===== src/rrbcc_map.svh =====
// constants of the receive channel control block: latch bank addresses,
// field positions, reset values and checker figures.
// assumes inclusion by bare name from the package and the top module.
`ifndef RRBCC_MAP_SVH
`define RRBCC_MAP_SVH

// latch bank addresses, three consecutive banks per channel
`define RRBCC_BANK_COUNT 12
`define RRBCC_BANKS_PER_CH 4'h3
`define RRBCC_STATIC_BANK_0 4'h0
`define RRBCC_STATIC_BANK_1 4'h1
`define RRBCC_DYNAMIC_BANK_2 4'h2
`define RRBCC_STATIC_BANK_3 4'h3
`define RRBCC_STATIC_BANK_4 4'h4
`define RRBCC_DYNAMIC_BANK_5 4'h5
`define RRBCC_STATIC_BANK_6 4'h6
`define RRBCC_STATIC_BANK_7 4'h7
`define RRBCC_DYNAMIC_BANK_8 4'h8
`define RRBCC_STATIC_BANK_9 4'h9
`define RRBCC_STATIC_BANK_10 4'ha
`define RRBCC_DYNAMIC_BANK_11 4'hb
// offset of the dynamic bank inside a channel group
`define RRBCC_DYN_OFS 4'h2

// dynamic bank field positions
`define RRBCC_F_PLL_POWER 0
`define RRBCC_F_CHK_SEL_LO 1
`define RRBCC_F_CHK_SEL_HI 2
`define RRBCC_F_RECLK_PRI 3
`define RRBCC_F_RECLK_SEC 4
`define RRBCC_F_TX_PRI 5
`define RRBCC_F_TX_SEC 6

// reset values of the banks
`define RRBCC_STATIC_RESET 7'h00
`define RRBCC_DYNAMIC_RESET 7'h00

// checker select code that enables pattern checking
`define RRBCC_CHK_ENABLE 2'h2

// checker figures
`define RRBCC_SEQ_LEN 9'h1ff
`define RRBCC_LFSR_SEED 9'h1ff
`define RRBCC_ABORT_LIMIT 16'sh0010
`define RRBCC_DIFF_FLOOR -16'sh7fff

// status triple {status, data0, data1} codes
`define RRBCC_ST_MATCH 3'h0
`define RRBCC_ST_ERROR 3'h1
`define RRBCC_ST_WAIT 3'h7
`define RRBCC_ST_LOOP_CLEAN 3'h4
`define RRBCC_ST_LOOP_DIRTY 3'h2

`endif


===== src/rrbcc_pkg.sv =====
// types of the receive channel control block.
// assumes rrbcc_map.svh is on the include path.
`include "rrbcc_map.svh"

package rrbcc_pkg;

	// one word leaving a receive channel
	typedef struct packed {
		logic status;
		logic [9:0] char;
	} rrbcc_word_s;

	// decoded dynamic latch bank of one channel
	typedef struct packed {
		logic tx_sec;
		logic tx_pri;
		logic reclk_sec;
		logic reclk_pri;
		logic [1:0] chk_sel;
		logic pll_power;
	} rrbcc_dyn_s;

	// checker state machine
	typedef enum logic [1:0] {
		CHK_OFF,
		CHK_START,
		CHK_RUN
	} rrbcc_chk_e;

endpackage


===== src/rrbcc_top.sv =====
// receive channel control: configuration latches, power and driver
// enables, reclocker retiming path and receive pattern checker.
// assumes clk is the recovered character clock, deserialized characters,
// lock status and serial bits arrive on clk; the config pins are asynchronous.
`timescale 1ns/100ps
`include "rrbcc_map.svh"

module rrbcc_top (
	// clock and reset
	input wire logic clk,
	input wire logic arst_n,
	// configuration pins, asynchronous
	input wire logic cfg_write_strobe_n,
	input wire logic [3:0] cfg_addr,
	input wire logic [7:0] cfg_data,
	// receive side from deserializer and cdr
	input wire logic [1:0] rx_pll_locked,
	input wire logic [1:0][9:0] rx_char_in,
	input wire logic [1:0] rx_char_valid,
	output logic [1:0] rx_char_ready,
	input wire logic [1:0] rx_serial_bit,
	// parallel output towards the user
	output rrbcc_pkg::rrbcc_word_s [1:0] rx_word,
	output logic [1:0] rx_word_valid,
	input wire logic [1:0] rx_word_ready,
	// reclocker serial outputs and driver enables
	output logic [1:0] reclk_primary_out,
	output logic [1:0] reclk_secondary_out,
	output logic [1:0] reclk_primary_driver_enable,
	output logic [1:0] reclk_secondary_driver_enable,
	output logic [1:0] reclk_logic_power,
	// transmit driver enables and power
	output logic [1:0] tx_primary_driver_enable,
	output logic [1:0] tx_secondary_driver_enable,
	output logic [1:0] tx_logic_power,
	// receive power and static banks
	output logic [1:0] rx_pll_power_on,
	output logic [7:0][6:0] static_latches
);
	import rrbcc_pkg::*;

	// next lfsr state, polynomial x^9 + x^5 + 1, period 511
	function automatic logic [8:0] lfsr_next(input logic [8:0] s);
		lfsr_next = {s[7:0], s[8] ^ s[4]};
	endfunction

	// expected character from the lfsr state
	function automatic logic [9:0] exp_char(input logic [8:0] s);
		exp_char = {s, ^s};
	endfunction

	// ------------------------------------------------------------------
	// configuration pin synchronisers
	// ------------------------------------------------------------------
	logic [2:0] strobe_sync; // three stages of the write strobe
	logic [2:0][3:0] addr_sync; // three stages of the address
	logic [2:0][7:0] data_sync; // three stages of the data
	logic strobe_level; // filtered strobe level
	logic bank_write; // one-cycle write of a bank

	// shift the pins through three flip-flops
	always_ff @(posedge clk or negedge arst_n) begin
		if (!arst_n) begin
			strobe_sync <= 3'h7;
			addr_sync <= '0;
			data_sync <= '0;
		end else begin
			strobe_sync <= {strobe_sync[1:0], cfg_write_strobe_n};
			addr_sync <= {addr_sync[1:0], cfg_addr};
			data_sync <= {data_sync[1:0], cfg_data};
		end
	end

	// strobe level changes only when stages two and three agree
	always_ff @(posedge clk or negedge arst_n) begin
		if (!arst_n) begin
			strobe_level <= 1'b1;
		end else if (strobe_sync[1] == strobe_sync[2]) begin
			strobe_level <= strobe_sync[2];
		end
	end

	// one write per falling strobe, held address and data taken
	assign bank_write = strobe_level && (strobe_sync[1] == strobe_sync[2]) &&
		!strobe_sync[2];

	// ------------------------------------------------------------------
	// latch banks, write only
	// ------------------------------------------------------------------
	logic [6:0] bank [0:`RRBCC_BANK_COUNT-1];
	logic [3:0] wr_addr; // address of the write
	logic [7:0] wr_data; // data of the write

	assign wr_addr = addr_sync[2];
	assign wr_data = data_sync[2];

	// store the low seven data bits into the addressed bank
	always_ff @(posedge clk or negedge arst_n) begin
		if (!arst_n) begin
			for (int i = 0; i < `RRBCC_BANK_COUNT; i++) begin
				bank[i] <= `RRBCC_STATIC_RESET;
			end
			bank[`RRBCC_DYNAMIC_BANK_2] <= `RRBCC_DYNAMIC_RESET;
			bank[`RRBCC_DYNAMIC_BANK_5] <= `RRBCC_DYNAMIC_RESET;
			bank[`RRBCC_DYNAMIC_BANK_8] <= `RRBCC_DYNAMIC_RESET;
			bank[`RRBCC_DYNAMIC_BANK_11] <= `RRBCC_DYNAMIC_RESET;
		end else if (bank_write && wr_addr <= `RRBCC_DYNAMIC_BANK_11) begin
			bank[wr_addr] <= wr_data[6:0];
		end
	end

	// static banks go out as raw settings, two per channel group
	assign static_latches[0] = bank[`RRBCC_STATIC_BANK_0];
	assign static_latches[1] = bank[`RRBCC_STATIC_BANK_1];
	assign static_latches[2] = bank[`RRBCC_STATIC_BANK_3];
	assign static_latches[3] = bank[`RRBCC_STATIC_BANK_4];
	assign static_latches[4] = bank[`RRBCC_STATIC_BANK_6];
	assign static_latches[5] = bank[`RRBCC_STATIC_BANK_7];
	assign static_latches[6] = bank[`RRBCC_STATIC_BANK_9];
	assign static_latches[7] = bank[`RRBCC_STATIC_BANK_10];

	// ------------------------------------------------------------------
	// per channel logic, channel 0 owns banks 0 to 2
	// ------------------------------------------------------------------
	for (genvar ch = 0; ch < 2; ch++) begin : g_ch
		localparam logic [3:0] DYN_ADDR = 4'(ch * 3) + `RRBCC_DYN_OFS;

		rrbcc_dyn_s dyn; // decoded dynamic bank
		logic chk_on; // checker selected
		logic reclk_on; // reclocker powered
		logic retimed; // retimed serial bit
		logic reclk_reg; // reclocker output register
		rrbcc_chk_e state; // checker state
		logic [8:0] lfsr; // expected sequence state
		logic [8:0] pos; // position in the loop
		logic signed [15:0] diff; // errors minus matches
		logic loop_err; // an error seen this loop
		logic accept; // character taken this cycle
		logic [9:0] expect_c; // expected character
		logic hit; // received equals expected
		logic signed [15:0] next_diff; // count after this character
		logic [2:0] triple; // status, data0, data1
		rrbcc_word_s in_word; // word entering the buffer
		rrbcc_word_s buf_mem [0:1]; // two-entry buffer storage
		logic wr_ptr; // buffer write index
		logic rd_ptr; // buffer read index
		logic [1:0] fill; // words held
		logic push; // buffer write
		logic pop; // buffer read

		assign dyn = bank[DYN_ADDR];

		// driver enables straight from latches, cleared by reset
		assign reclk_primary_driver_enable[ch] = dyn.reclk_pri;
		assign reclk_secondary_driver_enable[ch] = dyn.reclk_sec;
		assign tx_primary_driver_enable[ch] = dyn.tx_pri;
		assign tx_secondary_driver_enable[ch] = dyn.tx_sec;
		// either driver keeps the associated logic powered
		assign reclk_on = dyn.reclk_pri | dyn.reclk_sec;
		assign reclk_logic_power[ch] = reclk_on;
		assign tx_logic_power[ch] = dyn.tx_pri | dyn.tx_sec;
		assign rx_pll_power_on[ch] = dyn.pll_power;
		assign chk_on = dyn.chk_sel == `RRBCC_CHK_ENABLE;

		// --------------------------------------------------------------
		// reclocker path: retime, then output register
		// --------------------------------------------------------------
		always_ff @(posedge clk or negedge arst_n) begin
			if (!arst_n) begin
				retimed <= 1'b0;
				reclk_reg <= 1'b0;
			end else if (reclk_on) begin
				retimed <= rx_serial_bit[ch];
				reclk_reg <= retimed;
			end else begin
				// powered down, both path registers are cleared to zero
				retimed <= 1'b0;
				reclk_reg <= 1'b0;
			end
		end

		// drivers pass the output register only while enabled
		assign reclk_primary_out[ch] = reclk_reg & dyn.reclk_pri;
		assign reclk_secondary_out[ch] = reclk_reg & dyn.reclk_sec;

		// --------------------------------------------------------------
		// pattern checker
		// --------------------------------------------------------------
		assign accept = rx_char_valid[ch] & rx_char_ready[ch];
		assign expect_c = exp_char(lfsr);
		assign hit = rx_char_in[ch] == expect_c;

		// running difference, floored so long clean runs cannot wrap
		always_comb begin
			next_diff = diff;
			if (hit) begin
				if (diff > `RRBCC_DIFF_FLOOR) begin
					next_diff = diff - 16'sh0001;
				end
			end else begin
				next_diff = diff + 16'sh0001;
			end
		end

		// checker state machine
		always_ff @(posedge clk or negedge arst_n) begin
			if (!arst_n) begin
				state <= CHK_OFF;
			end else if (!chk_on) begin
				state <= CHK_OFF;
			end else if (!rx_pll_locked[ch]) begin
				state <= CHK_START;
			end else if (accept) begin
				unique case (state)
					CHK_OFF: begin
						state <= CHK_START;
					end
					CHK_START: begin
						// first character of the sequence found
						if (hit) begin
							state <= CHK_RUN;
						end
					end
					CHK_RUN: begin
						if (next_diff > `RRBCC_ABORT_LIMIT) begin
							state <= CHK_START;
						end
					end
				endcase
			end
		end

		// lfsr, loop position and counters
		always_ff @(posedge clk or negedge arst_n) begin
			if (!arst_n) begin
				lfsr <= `RRBCC_LFSR_SEED;
				pos <= '0;
				diff <= '0;
				loop_err <= 1'b0;
			end else if (!chk_on || !rx_pll_locked[ch] || state == CHK_OFF) begin
				lfsr <= `RRBCC_LFSR_SEED;
				pos <= '0;
				diff <= '0;
				loop_err <= 1'b0;
			end else if (accept) begin
				if (state == CHK_START) begin
					// hold the seed until the first character matches
					if (hit) begin
						lfsr <= lfsr_next(lfsr);
						pos <= 9'h001;
					end
					diff <= '0;
					loop_err <= 1'b0;
				end else if (next_diff > `RRBCC_ABORT_LIMIT) begin
					lfsr <= `RRBCC_LFSR_SEED;
					pos <= '0;
					diff <= '0;
					loop_err <= 1'b0;
				end else begin
					lfsr <= lfsr_next(lfsr);
					diff <= next_diff;
					if (pos == `RRBCC_SEQ_LEN - 9'h001) begin
						pos <= '0;
						loop_err <= 1'b0;
					end else begin
						pos <= pos + 9'h001;
						loop_err <= loop_err | ~hit;
					end
				end
			end
		end

		// status triple of the character being taken
		always_comb begin
			triple = `RRBCC_ST_WAIT;
			if (state == CHK_RUN && rx_pll_locked[ch]) begin
				if (pos == `RRBCC_SEQ_LEN - 9'h001) begin
					// last character of a loop, one character only
					triple = (loop_err | ~hit) ? `RRBCC_ST_LOOP_DIRTY :
						`RRBCC_ST_LOOP_CLEAN;
				end else if (hit) begin
					triple = `RRBCC_ST_MATCH;
				end else begin
					triple = `RRBCC_ST_ERROR;
				end
			end else if (state == CHK_START && rx_pll_locked[ch] && hit) begin
				triple = `RRBCC_ST_MATCH;
			end
		end

		// word into the buffer: raw character, status fields when checking
		always_comb begin
			in_word.char = rx_char_in[ch];
			in_word.status = 1'b0;
			if (chk_on) begin
				in_word.status = triple[2];
				in_word.char[0] = triple[1];
				in_word.char[1] = triple[0];
			end
		end

		// --------------------------------------------------------------
		// two-entry buffer towards the parallel output
		// --------------------------------------------------------------
		assign rx_char_ready[ch] = fill != 2'h2;
		assign rx_word_valid[ch] = fill != 2'h0;
		assign push = accept;
		assign pop = rx_word_valid[ch] & rx_word_ready[ch];
		assign rx_word[ch] = buf_mem[rd_ptr];

		// buffer storage
		always_ff @(posedge clk or negedge arst_n) begin
			if (!arst_n) begin
				buf_mem[0] <= '0;
				buf_mem[1] <= '0;
			end else if (push) begin
				buf_mem[wr_ptr] <= in_word;
			end
		end

		// buffer pointers and fill level
		always_ff @(posedge clk or negedge arst_n) begin
			if (!arst_n) begin
				wr_ptr <= 1'b0;
				rd_ptr <= 1'b0;
				fill <= 2'h0;
			end else begin
				if (push) begin
					wr_ptr <= ~wr_ptr;
				end
				if (pop) begin
					rd_ptr <= ~rd_ptr;
				end
				if (push && !pop) begin
					fill <= fill + 2'h1;
				end else if (pop && !push) begin
					fill <= fill - 2'h1;
				end
			end
		end
	end

endmodule


===== config.mk =====
export PLATFORM = sky130hd
export DESIGN_NAME = rrbcc_top
export DESIGN_NICKNAME = d
export VERILOG_FILES = /design/src/rrbcc_pkg.sv /design/src/rrbcc_top.sv
export VERILOG_INCLUDE_DIRS = /design/src /design/src/src
export SDC_FILE = /design/constraint.sdc
export NUM_CORES = 1
export LEC_CHECK = 0
export ABC_CLOCK_PERIOD_IN_PS = 4000
export BUFFER_PORTS_ARGS = -buffer_cell sky130_fd_sc_hd__buf_2
export CAP_MARGIN = 20
export CORE_UTILIZATION = 59
export CTS_CLUSTER_SIZE = 12
export DETAILED_ROUTE_END_ITERATION = 7
export PLACE_DENSITY_LB_ADDON = 0.25
export SYNTH_ARGS = -nofsm -noshare
export SYNTH_HDL_FRONTEND = slang
export SYNTH_SLANG_ARGS = --single-unit

===== constraint.sdc =====
create_clock -name clk -period 4 [get_ports clk]
set_input_delay 0.2 -clock clk [delete_from_list [all_inputs] [get_ports clk]]
set_output_delay 0.2 -clock clk [all_outputs]
set_load 0.005 [all_outputs]

**Word level (Yosys, flattened, before mapping)**

Index checks and enable logic that the tools add are counted.

- Bits of input ports: 43
- Register bits: 251
- Output and inout port bits: 100

- Reductions and logical operators: 43
- Equality and inequality tests: 21
- Bitwise gates (word level): 27
- Add/sub/neg operators: 10
- Muxes and demuxes: 93
- Magnitude comparators: 13

Operator list:

| operator | count |
|---|---|
| 9-bit 2-to-1 mux | 22 |
| 16-bit 2-to-1 mux | 12 |
| 11-bit 2-to-1 mux | 8 |
| 84-bit bitwise mux | 1 |
| 22-bit bitwise mux | 2 |
| 16-bit by 2-bit adder with 16-bit output, second input constant | 2 |
| 16-bit greater-than comparator, second input constant | 2 |
| 16-bit by 6-bit greater-than comparator with 1-bit output, second input constant | 2 |
| 2-bit 2-to-1 mux | 16 |
| 16-bit by 2-bit subtractor with 16-bit output, second input constant | 2 |
| 7-bit demux with 4-bit select | 1 |
| 3-bit 2-to-1 mux | 8 |
| 11-bit demux with 1-bit select | 2 |
| 10-bit == test | 2 |
| 9-bit by 1-bit adder with 9-bit output, second input constant | 2 |
| 9-bit == test, second input constant | 2 |
| 1-bit 2-to-1 mux | 18 |
| 9-bit parity | 2 |
| 1-bit logical AND | 16 |
| 4-bit inequality test, second input constant | 4 |
| 2-bit one-hot mux with 3 select lines | 2 |
| 2-bit nonzero test | 6 |
| 1-bit zero test | 9 |
| 1-bit bitwise AND | 8 |
| other kinds (23) | 56 |

**Logic depth before layout (Yosys ltp)**

Gate-level depths: netlist of run 1.

- Depth after elaboration: 9
- Gate-level depth with buffers: 14
- Gate-level depth less buffers: 12

**Worst setup path before layout of run 1**

OpenSTA, ideal clock, no wires.

- Path type: flip-flop to flip-flop
- Start point: register g_ch[1].lfsr[4]
- End point: register g_ch[1].lfsr[0]
- Setup slack: 495 ps
- Stages on the path, launching flop included: 11
- Setup time: 80 ps
- Path buffers: 1
- Required time: 3920 ps
- Data arrival time: 3425 ps
- Cells stage by stage: dfstp_2 > xor2_1 > xnor3_2 > xor2_1 > or4b_1 > a311o_1 > a2111o_1 > o31a_1 > a211o_1 > buf_6 > o22a_1

- Cells in the longest elaborated chain, start to end: 8

RTL lines:

| item | RTL line | RTL |
|---|---|---|
| start: declaration | rrbcc_top.sv:134 | `logic [8:0] lfsr;` |
| start signal: assignment | rrbcc_top.sv:236 | `` lfsr <= `RRBCC_LFSR_SEED; `` |
| start signal: assignment | rrbcc_top.sv:241 | `` lfsr <= `RRBCC_LFSR_SEED; `` |
| start signal: assignment | rrbcc_top.sv:249 | `lfsr <= lfsr_next(lfsr);` |
| 9-bit parity | rrbcc_top.sv:49 | `exp_char = {s, ^s};` |
| 10-bit == test | rrbcc_top.sv:191 | `assign hit = rx_char_in[ch] == expect_c;` |
| 16-bit 2-to-1 mux | rrbcc_top.sv:196 | `if (hit) begin` |
| 16-bit by 6-bit greater-than comparator with 1-bit output (no source line) | - |  |
| 9-bit 2-to-1 mux | rrbcc_top.sv:254 | `` end else if (next_diff > `RRBCC_ABORT_LIMIT) begin `` |
| 9-bit 2-to-1 mux | rrbcc_top.sv:246 | `if (state == CHK_START) begin` |
| 9-bit 2-to-1 mux | rrbcc_top.sv:245 | `end else if (accept) begin` |
| 9-bit 2-to-1 mux | rrbcc_top.sv:240 | `end else if (!chk_on \|\| !rx_pll_locked[ch] \|\| state == CHK_OFF) begin` |

Parallel ways exist; a longest one is shown, timed or not. The select of a mux whose other input is x is not followed.
A chain may end at the register's enable or synchronous reset.

**Worst setup path after layout of run 1**

- Start point: register g_ch[1].lfsr[4]
- End point: register g_ch[1].lfsr[4]

- Cells in the longest elaborated chain, start to end: 8

RTL lines:

| item | RTL line |
|---|---|
| 9-bit parity | rrbcc_top.sv:49 |
| 10-bit == test * | rrbcc_top.sv:191 |
| 16-bit 2-to-1 mux | rrbcc_top.sv:196 |
| 16-bit by 6-bit greater-than comparator with 1-bit output (no source line) | - |
| 9-bit 2-to-1 mux | rrbcc_top.sv:254 |
| 9-bit 2-to-1 mux | rrbcc_top.sv:246 |
| 9-bit 2-to-1 mux | rrbcc_top.sv:245 |
| 9-bit 2-to-1 mux | rrbcc_top.sv:240 |

Mark *: on every way between the ends. The rest lies on a longest branch, timed or not. The select of a mux whose other input is x is not followed.

==> summary.md, run 1 <==
| Metric | Value |
|---|---|
| Final cell count without fillers | `1509` |
| Reg2reg setup slack | `0.10 ns` |
| Pleak | `6.53 nW` |
| Sequential share of power | `roughly 46%` |
| Hold Crit Class | `input port to flop` |
| Die area | `21300 um^2` |
| Power Internal | `4.84 mW` |
| Wirelength per Cell | `between 15 and 20 um` |
| # placed instances | `1429` |
| CTS Root Cell | `clkbuf_16` |
| Final Skew | `0.0191 ns` |
| Slew at the pin closest to its max-slew limit | `approximately 1 ns` |
| FF+latch area | `between 5000 and 6000 um^2` |
| FF-to-FF Start | `g_ch[1].lfsr[4]` |
| Synthesized Nets | `1159` |
| CP Cell Sequence | `xor2_1 > xnor3_2 > xor2_1 > buf_4 > or4b_1 > a311o_1 > a2111o_1 > o31a_1 > a211o_1 > o22a_1` |
| Clock Latency Late Sink | `0.54 ns` |
| CP peak stage delay | `roughly 0.57 ns` |
| Setup WS post-layout | `0.101 ns` |
| Share of the synthesized area in the top cell type | `between 40% and 50%` |
| Post-synth EDFFs | `0` |
| Core area | `20200 um^2` |
| Clock Sinks | `between 200 and 250` |
| Crit path max fanout | `10` |
| Largest net degree at the start of global routing | `142` |
| Register bit count reported by yosys | `237` |
| Final setup fails | `0` |
| Final HPWL DP | `18600 um` |
| Number of flip-flops in the largest register | `56` |
| Die width | `146 um` |
| Status | `finished clean` |
| I/O Buffers | `141` |
| Crit path DAT | `between 4 and 5 ns` |
| RePlAce Congestion | `between 0.9 and 1` |
| Hold endpoint | `g_ch[0].rd_ptr` |
| Synth area leaders | `dfrtp_1 44%, mux2_2 13%, dfstp_2 4.7%, buf_4 4.2%, xnor2_1 2.3%` |
| I/O Pins | `143` |
| Vias per cell | `5.88` |
| Slew headroom | `32.2%` |
| WL final | `roughly 27000 um` |
| CTS Buf Count | `25` |
| CTS tree | `built` |
| Pwr dens | `469 nW/um^2` |
| Global-route wire length before repair | `45500 um` |
| Slew Viols, Final | `0` |
| Clock Pin Slew Worst Setup and Hold Paths | `0.06 ns` |
| Via count | `8868` |
| Worst setup EP type | `flop` |
| Multi-input logic area | `about 5500 um^2` |
| Worst hold stages | `3` |
| Synth async-reset ratio | `100%` |
| Cell area after placement | `12800 um^2` |
| Max-cap violations | `0` |
| 1st-iter DRT viols | `539` |
| Post-Syn Instances | `1104` |
| Final Cell Area | `between 10000 and 15000 um^2` |
| Initial core utilization | `between 60% and 70%` |
| Sequential fraction of the synthesis area | `48.8%` |
| Clock share of power | `34.0%` |
| Synth Warn # | `0` |
| Cell Area, Synth | `12200 um^2` |
| Layout area overhead | `14.5%` |
| WP depth | `10` |
| Max stage delay cell, worst path | `dfstp_2` |
| WP data required | `4.45 ns` |
| 1st-pass router iterations | `7` |
| Fill count | `1475` |
| Most common cell after layout, fill and taps aside | `dfrtp_1` |
| Final core utilization | `slightly below 70%` |
| Vias in the first global route | `8980` |
| Antenna-violating nets left | `0` |
| FP Rows | `52` |
| Total track usage | `26.2%` |
| Min-delay src | `rx_word_ready[0]` |
| Reg-to-reg endpoint | `g_ch[1].lfsr[4]` |
| Clock Path Buffers | `3` |
| Crit path max-delay family | `compound AO/OA/AOI/OAI gates` |
| DRC | `0` |
| Period utilization | `97.5%` |
| Cells on worst reg2reg path | `10` |
| H-tree levels | `1` |
| Grt total ovfl | `0` |
| Net switching power | `1.72 mW` |
| Syn avg cell area | `11.1 um^2` |
| DIE HEIGHT | `between 100 and 150 um` |
| CP Class | `flop to flop` |
| Worst vdd ir | `~0.44 mV` |
| Final hold vios | `0` |
| Commonest non-fill, non-tap cells in the layout | `215 x dfrtp_1, 142 x buf_2, 140 x mux2_2` |
| Sw frac | `between 20% and 30%` |
| Top cell type by total area after synthesis | `dfrtp_1` |
| Logic gate share of total power | `a little under 20%` |
| Net count, final | `1278` |
| Synth cell types | `80` |
| Layout cells sized above 1 | `32.1%` |
| FMAX | `256 MHz` |
| Pre-CTS WS | `approximately 0.14 ns` |
| Most common flop cell mapped by yosys | `dfrtp_1` |
| Initial antenna violation count | `1` |
| Final worst path period need | `3.90 ns` |
| Worst setup SP type | `flop` |
| CP bufs+invs | `1` |
| CP dominant cell by count | `xor2_1` |
[logic make-up (layout without fill, tap and decap cells)]
group	count (synthesis)	after routing	synth area share, %
and+or+nand+nor	303	303	13.0
DFF	237	237	48.8
AOI/OAI and AO/OA	205	205	11.9
muxes	148	148	13.6
buffers and inverters	136	270	6.45
xor gates and xnor gates	62	62	4.90
adders and majority gates	13	13	1.31
other	0	1	0
[how the worst max path moves through the flow]
stage / slack (ns) / start / end
2_1_floorplan: 0.50 / g_ch[1].lfsr[4] / g_ch[1].lfsr[0]
3_3_place_gp: 0.19 / g_ch[1].lfsr[4] / g_ch[1].lfsr[6]
3_5_place_dp: 0.14 / g_ch[1].lfsr[4] / g_ch[1].lfsr[4]
4_1_cts: 0.12 / g_ch[1].lfsr[4] / g_ch[1].lfsr[4]
5_1_grt: -0.005 / g_ch[1].lfsr[4] / g_ch[1].lfsr[8]
6_report: 0.10 / g_ch[1].lfsr[4] / g_ch[1].lfsr[4]
[final cells by class]
class                      instances  share of cell area (%)
antenna                            1                  0.0179
clock buffer                      38                    5.18
clock inverter                     4                   0.430
inverter                          19                   0.510
multi-input combinational        731                    39.2
sequential                       237                    42.6
tap                              270                    2.42
timing repair buffer             209                    9.62
[routing by layer]
metal | routed length [um] | vias up | part of all wire [%] | global-route usage [%]
li1 | - | 4139 | - | -
met1 | 11900 | 4430 | 43 | 35.6
met2 | 13600 | 255 | 50 | 44.2
met3 | 1300 | 44 | 4.7 | 3.04
met4 | 582 | 0 | 2.1 | 7.84
met5 | 0 | - | 0 | 0
[tightest hold or removal path, delay by kind of cell]
family / cells / cell delay (ns)
buffers and inverters: 1 / 0.10
XOR/XNOR: 1 / 0.08
AND/OR/NAND/NOR: 1 / 0.14
[metrics by stage]
step                      hold slack [ns]  power (mW)   TNS, ns
after floorplan                   -0.0956        3.91         0
after global placement              0.308        4.27         0
after detailed placement            0.310        4.33         0
after CTS                          0.0161        6.61         0
after global routing               0.0479        6.85  -0.00671
final                              0.0309        6.55         0
[synthesized netlist by cell type, drive strengths merged (5+ instances only)]
cell,number
a31oi,6
and2,14
or2,13
xnor2,34
ha,12
nor3b,5
mux2i,8
or4,6
o31ai,9
o22ai,6
mux2,140
nor4,16
nor2,66
dfrtp,215
nand4,11
dfstp,22
and3,13
inv,18
o21ai,44
o22a,20
a21oi,23
a22o,22
or3,9
nand2b,10
nor2b,7
buf,91
nand2,70
a21o,11
nor3,29
clkbuf,26
a22oi,8
nand3,21
a211oi,6
o211ai,18
xor2,26
[power groups by stage]
stage,combinational [mW],clock (mW),sequential (mW)
6_report,1.29,2.23,3.04
5_1_grt,1.41,2.35,3.08
4_1_cts,1.30,2.28,3.03
3_5_place_dp,1.26,0,3.07
3_3_place_gp,1.23,0,3.04
2_1_floorplan,0.954,0,2.95
[repair_timing]
item	in CTS	in global routing
endpoints found under the hold margin	176	0
resized for setup	0	4
hold buffers	34	0
buffers inserted	0	0
setup endpoints to repair	0	28
(Power assumes the default switching activity.)
==> run 2: changes to the inputs <==
--- a/config.mk
+++ b/config.mk
@@ -9,7 +9,8 @@
 export ABC_CLOCK_PERIOD_IN_PS = 4000
 export BUFFER_PORTS_ARGS = -buffer_cell sky130_fd_sc_hd__buf_2
 export CAP_MARGIN = 20
-export CORE_UTILIZATION = 59
+export CORE_UTILIZATION = 60
+export CTS_BUF_LIST = sky130_fd_sc_hd__clkbuf_2
 export CTS_CLUSTER_SIZE = 12
 export DETAILED_ROUTE_END_ITERATION = 7
 export PLACE_DENSITY_LB_ADDON = 0.25
==> run 2 against run 1 <==
The flow now finishes with violations (hold timing). Worst hold slack worse by 0.059 ns. Register-to-register slack better by 0.09 ns. Clock skew increased by 0.12 ns. Final cell count rose by 5.8%. First-iteration DRC count is 12% lower. Via count grew 3.6%. Fmax grew 2.3%. Die area shrank 1.6%. Total power shrank 7.9%. Core utilization grew 1.8 points. Clock-buffer cell count grew 61.
==> summary.md, run 2 (synthesis results as in run 1) <==
| Metric | Value |
|---|---|
| Final worst path period need | `roughly 3.8 ns` |
| Final Skew | `0.140 ns` |
| Worst setup EP type | `flop` |
| Cell area after placement | `12800 um^2` |
| Final setup fails | `0` |
| Vias per cell | `5.75` |
| Hold Crit Class | `input port to async pin` |
| FF-to-FF Start | `g_ch[1].lfsr[4]` |
| Wirelength per Cell | `between 15 and 20 um` |
| CTS Buf Count | `59` |
| Antenna-violating nets left | `0` |
| FP Rows | `51` |
| I/O Buffers | `141` |
| Fill count | `1402` |
| Slew at the pin closest to its max-slew limit | `0.983 ns` |
| Layout cells sized above 1 | `~35%` |
| Final hold vios | `14` |
| Net count, final | `between 1000 and 1500` |
| Most common cell after layout, fill and taps aside | `dfrtp_1` |
| Critical Path Start | `g_ch[1].lfsr[4]` |
| Global-route wire length before repair | `44800 um` |
| Clock Path Buffers | `3` |
| CP Class | `flop to flop` |
| Die width | `around 140 um` |
| DRC | `0` |
| Slew Viols, Final | `0` |
| Max-cap violations | `0` |
| FMAX | `roughly 260 MHz` |
| Clock Pin Slew Worst Setup and Hold Paths | `0.11 ns` |
| Clock Latency Late Sink | `0.92 ns` |
| Largest net degree at the start of global routing | `130` |
| CTS Root Cell | `clkbuf_2` |
| Period utilization | `95.3%` |
| Via count | `9187` |
| 1st-iter DRT viols | `between 400 and 500` |
| TNS Setup | `0 ns` |
| RePlAce Congestion | `0.946` |
| Pwr dens | `approximately 430 nW/um^2` |
| Failing checks | `hold timing` |
| Worst setup SP type | `flop` |
| Total track usage | `27.2%` |
| Initial antenna violation count | `1` |
| Core area | `around 20000 um^2` |
| Pleak | `6.69 nW` |
| Die area | `approximately 21000 um^2` |
| Grt total ovfl | `0` |
| CTS tree | `built` |
| Initial core utilization | `61.9%` |
| Slew headroom | `approximately 34%` |
| Vias in the first global route | `9149` |
| WP data required | `4.76 ns` |
| Crit path DAT | `4.58 ns` |
| DIE HEIGHT | `145 um` |
| I/O Pins | `143` |
| Pre-CTS WS | `0.0482 ns` |
| Crit path max fanout | `10` |
| Setup WS post-layout | `0.187 ns` |
| Final Cell Area | `14000 um^2` |
| Layout area overhead | `14.4%` |
| Final HPWL DP | `18000 um` |
| 1st-pass router iterations | `7` |
| Clock Sinks | `237` |
| Number of flip-flops in the largest register | `56` |
| H-tree levels | `2` |
| WHS | `-0.0277 ns` |
| Worst vdd ir | `0.393 mV` |
| Status | `finished with violations` |
| Commonest non-fill, non-tap cells in the layout | `215 x dfrtp_1, 142 x buf_2, 140 x mux2_2` |
| WL final | `27300 um` |
-- run 2: cell types whose count changed in the layout (fill, tap and decap cells not counted), sizes merged --
cell,delta
clkbuf,+61
dlygate4sd3,+19
clkinv,+8
buf,+4
inv,+1
-- run 2: through the flow --
step	utilization (%)	power, mW	instances	hold WS, ns
floorplan	-	3.91	1104	-0.0956
global placement	65.0	4.26	1427	0.309
detailed placement	65.0	4.31	1427	0.310
CTS	70.7	6.07	1592	0.00227
global route	70.9	6.41	1597	0.0485
finish	70.9	6.04	1597	-0.0277
-- run 2: what timing repair did --
action                                 in CTS  in global routing
setup buffers                               0                  1
endpoints found under the hold margin     204                  0
hold buffers                               53                  0
resized for setup                           0                  4
setup endpoints to repair                   0                 33
-- run 2: critical path, cell delays in order (launching register included) --
cell	delay (ns)
dfstp_2	0.59
xor2_1	0.20
xnor3_2	0.53
xor2_2	0.27
or4b_1	0.51
a311o_1	0.36
a2111o_1	0.29
o31a_1	0.26
a211o_1	0.45
o22a_1	0.23
-- run 2: path summary, 6_finish.rpt --
kind                       slack, ns            endpoint  cells after the start
max reg2reg                     0.19     g_ch[1].lfsr[7]                      9
max in group asynchronous       2.95     g_ch[1].lfsr[7]                      3
max                             0.19     g_ch[1].lfsr[7]                      9
min reg2reg                     0.32        addr_sync[4]                      0
min                            -0.03  static_latches[24]                      2
min in group clk                0.11     g_ch[1].retimed                      3
-- run 2: layout make-up --
| cell class | count | area, um^2 | share of cell area (%) |
|---|---|---|---|
| antenna | 1 | 2.50 | 0.0179 |
| clock buffer | 99 | 495 | 3.55 |
| clock inverter | 13 | 95.1 | 0.680 |
| inverter | 19 | 71.3 | 0.510 |
| multi-input combinational | 731 | 5480 | 39.2 |
| sequential | 237 | 5960 | 42.6 |
| tap | 265 | 332 | 2.37 |
| timing repair buffer | 232 | 1540 | 11.0 |
-- run 2: routing by layer --
layer / share of wire [%] / global-route usage, % / vias to the layer above
met5: 0 / 0 / -
met4: 2.3 / 9.58 / 0
met3: 4.1 / 4.31 / 60
met2: 50 / 46.1 / 229
li1: - / - / 4314
met1: 43 / 35.4 / 4584
-- run 2: power by group --
group | switching, mW | internal, mW | total, mW
Combinational | 0.528 | 0.762 | 1.29
Clock | 1.00 | 0.725 | 1.73
Sequential | 0.253 | 2.77 | 3.02
==> run 3: changes to the inputs <==
--- a/config.mk
+++ b/config.mk
@@ -7,12 +7,12 @@
 export NUM_CORES = 1
 export LEC_CHECK = 0
 export ABC_CLOCK_PERIOD_IN_PS = 4000
-export BUFFER_PORTS_ARGS = -buffer_cell sky130_fd_sc_hd__buf_2
 export CAP_MARGIN = 20
-export CORE_UTILIZATION = 60
+export CORE_UTILIZATION = 66
 export CTS_BUF_LIST = sky130_fd_sc_hd__clkbuf_2
 export CTS_CLUSTER_SIZE = 12
 export DETAILED_ROUTE_END_ITERATION = 7
+export DONT_BUFFER_PORTS = 1
 export PLACE_DENSITY_LB_ADDON = 0.25
 export SYNTH_ARGS = -nofsm -noshare
 export SYNTH_HDL_FRONTEND = slang
==> run 3 against run 2 <==
The run still ends with hold timing left. Sequential share of layout area grew 2.6 points. Wire length decreased by 3.5%. Clock skew down 0.065 ns. Flip-flop and latch count unchanged. Total power decreased by 6.3%. Cell area shrank 5.8%. Non-clock buffer count fell by 141. Clock-buffer cell count decreased by 3. Core utilization rose by 2.2 points. Via count fell by 6.4%. Critical path type unchanged. Largest cell class unchanged. Highest routed layer unchanged.
==> summary.md, run 3 (synthesis results as in run 1) <==
| Metric | Value |
|---|---|
| Status | `finished with violations` |
| Failing checks | `hold timing` |
| GR Layer Usage met2 | `~47%` |
| Initial antenna violation count | `1` |
| Overall power | `5.66 mW` |
| Sw frac | `29.3%` |
| Global-route wire length before repair | `43700 um` |
| Slew headroom | `~33%` |
| Final hold vios | `~240` |
| 1st-iter DRT viols | `around 560` |
| Via count | `around 8600` |
| Clock Sinks | `237` |
| I/O Pins | `approximately 140` |
| Wirelength per Cell | `about 19 um` |
| RSZ-0062 raised after global routing | `no` |
| Worst setup EP type | `flop` |
| Crit path DAT | `roughly 4.5 ns` |
| Clock Pin Slew Worst Setup and Hold Paths | `0.13 ns` |
| Max-cap violations | `0` |
| Commonest non-fill, non-tap cells in the layout | `215 x dfrtp_1, 140 x mux2_2, 96 x clkbuf_2` |
| TNS Setup | `0 ns` |
| FP Rows | `49` |
| Net switching power | `1.66 mW` |
| CTS tree | `built` |
| Reg2reg setup slack | `0.23 ns` |
| WP depth | `10` |
| Antenna-violating nets left | `0` |
| DRC | `0` |
| CTS Buf Count | `56` |
| Number of flip-flops in the largest register | `56` |
| Max stage delay cell, worst path | `dfstp_2` |
| Crit path max-delay family | `compound AO/OA/AOI/OAI gates` |
| Cells on worst reg2reg path | `10` |
| Grt total ovfl | `0` |
| M3 GR Usage | `5.37%` |
| Sequential share of power | `54.1%` |
| Final worst path period need | `3.77 ns` |
| Worst vdd ir | `0.445 mV` |
| CP bufs+invs | `1` |
| Hold_buf cts | `59` |
| I/O Buffers | `0` |
| Clock Path Buffers | `3` |
| Worst setup SP type | `flop` |
| Period utilization | `94.2%` |
| CP peak stage delay | `0.60 ns` |
| Clock share of power | `28.0%` |
| Die width | `138 um` |
| FMAX | `roughly 270 MHz` |
| Pwr dens | `430 nW/um^2` |
| FF+latch area | `just under 6000 um^2` |
| DIE HEIGHT | `~140 um` |
| WHS | `-0.945 ns` |
| FF-to-FF Start | `g_ch[1].lfsr[7]` |
| CP Cell Sequence | `xnor2_1 > xnor3_2 > xor2_1 > buf_4 > or4b_1 > a311o_1 > a2111o_1 > o31a_1 > a211o_2 > o22a_1` |
| Vias per cell | `6.08` |
| WP data required | `4.75 ns` |
| 1st-pass router iterations | `5` |
| RePlAce Congestion | `~0.93` |
| Net count, final | `1191` |
| Final Skew | `around 0.075 ns` |
| Final HPWL DP | `17200 um` |
| Layout area overhead | `7.82%` |
| Total track usage | `28.0%` |
| Power Internal | `approximately 4 mW` |
| Hold Crit Class | `input port to async pin` |
| Clock Latency Late Sink | `around 0.86 ns` |
| Multi-input logic area | `5480 um^2` |
| GR Util met1 | `36.7%` |
| Reg-to-reg endpoint | `g_ch[1].lfsr[5]` |
| Slew Viols, Final | `0` |
| Final core utilization | `roughly 73%` |
| Initial core utilization | `67.7%` |
| CP Class | `flop to flop` |
| Crit path max fanout | `10` |
| Logic gate share of total power | `17.9%` |
| Fill count | `1288` |
| Post-CTS setup buffers | `0` |
| WL final | `26400 um` |
| Final setup fails | `0` |
| Most common cell after layout, fill and taps aside | `dfrtp_1` |
| H-tree levels | `2` |
| Pleak | `6.00 nW` |
| Layout cells sized above 1 | `between 20% and 30%` |
| Largest net degree at the start of global routing | `238` |
| Core area | `18000 um^2` |
| CTS Root Cell | `clkbuf_2` |
| Gr busiest metal | `met2` |
| Vias in the first global route | `between 8000 and 9000` |
| Slew at the pin closest to its max-slew limit | `between 0.9 and 1 ns` |
| Die area | `19000 um^2` |
==> run 3: area by class of cell <==
| type | count | share of cell area, % |
|---|---|---|
| timing repair buffer | 91 | 6.39 |
| inverter | 19 | 0.542 |
| clock buffer | 96 | 3.65 |
| multi-input combinational | 731 | 41.6 |
| clock inverter | 10 | 0.361 |
| antenna | 1 | 0.0190 |
| tap | 229 | 2.18 |
| sequential | 237 | 45.3 |
==> run 3: worst register-to-register path, stage by stage, from the launching register on <==
cell and delay [ns]:
dfstp_2 0.60, xnor2_1 0.13, xnor3_2 0.50, xor2_1 0.23, buf_4 0.20, or4b_1 0.47, a311o_1 0.35, a2111o_1 0.29
o31a_1 0.27, a211o_2 0.44, o22a_1 0.20
==> run 3: timing repair <==
item	CTS	global route
endpoints found under the hold margin	370	237
resized for setup	0	4
setup endpoints to repair	0	7
==> run 3: stage by stage <==
step | cells | cell area (um^2) | worst slack, ns
floorplan | 1104 | 12200 | 0.495
global placement | 1247 | 12000 | 0.243
detailed placement | 1247 | 12000 | 0.197
CTS | 1412 | 13100 | 0.128
global route | 1414 | 13200 | 0.0368
finish | 1414 | 13200 | 0.231
==> run 3: power by group through the flow <==
stage          Combinational [mW]  Clock (mW)  Sequential [mW]
3_5_place_dp                0.927           0             3.10
6_report                     1.01        1.59             3.06
2_1_floorplan               0.954           0             2.95
4_1_cts                      1.01        1.62             3.05
5_1_grt                      1.10        1.74             3.11
3_3_place_gp                0.898           0             3.07
==> run 3: how the worst max path moves through the flow <==
stage                         start  slack (ns)              end
finish              g_ch[1].lfsr[7]        0.23  g_ch[1].lfsr[5]
global placement    g_ch[1].lfsr[4]        0.24  g_ch[1].lfsr[5]
floorplan           g_ch[1].lfsr[4]        0.50  g_ch[1].lfsr[0]
global route        g_ch[1].diff[0]        0.04  g_ch[1].lfsr[5]
CTS                 g_ch[1].lfsr[4]        0.13  g_ch[1].lfsr[5]
detailed placement  g_ch[1].lfsr[4]        0.20  g_ch[1].lfsr[1]
==> run 3: routing by layer <==
metal  up-vias  wire length, um
met4         0              609
met3        61             1320
met2       249            13200
li1       4014                -
met5         -                0
met1      4271            11200
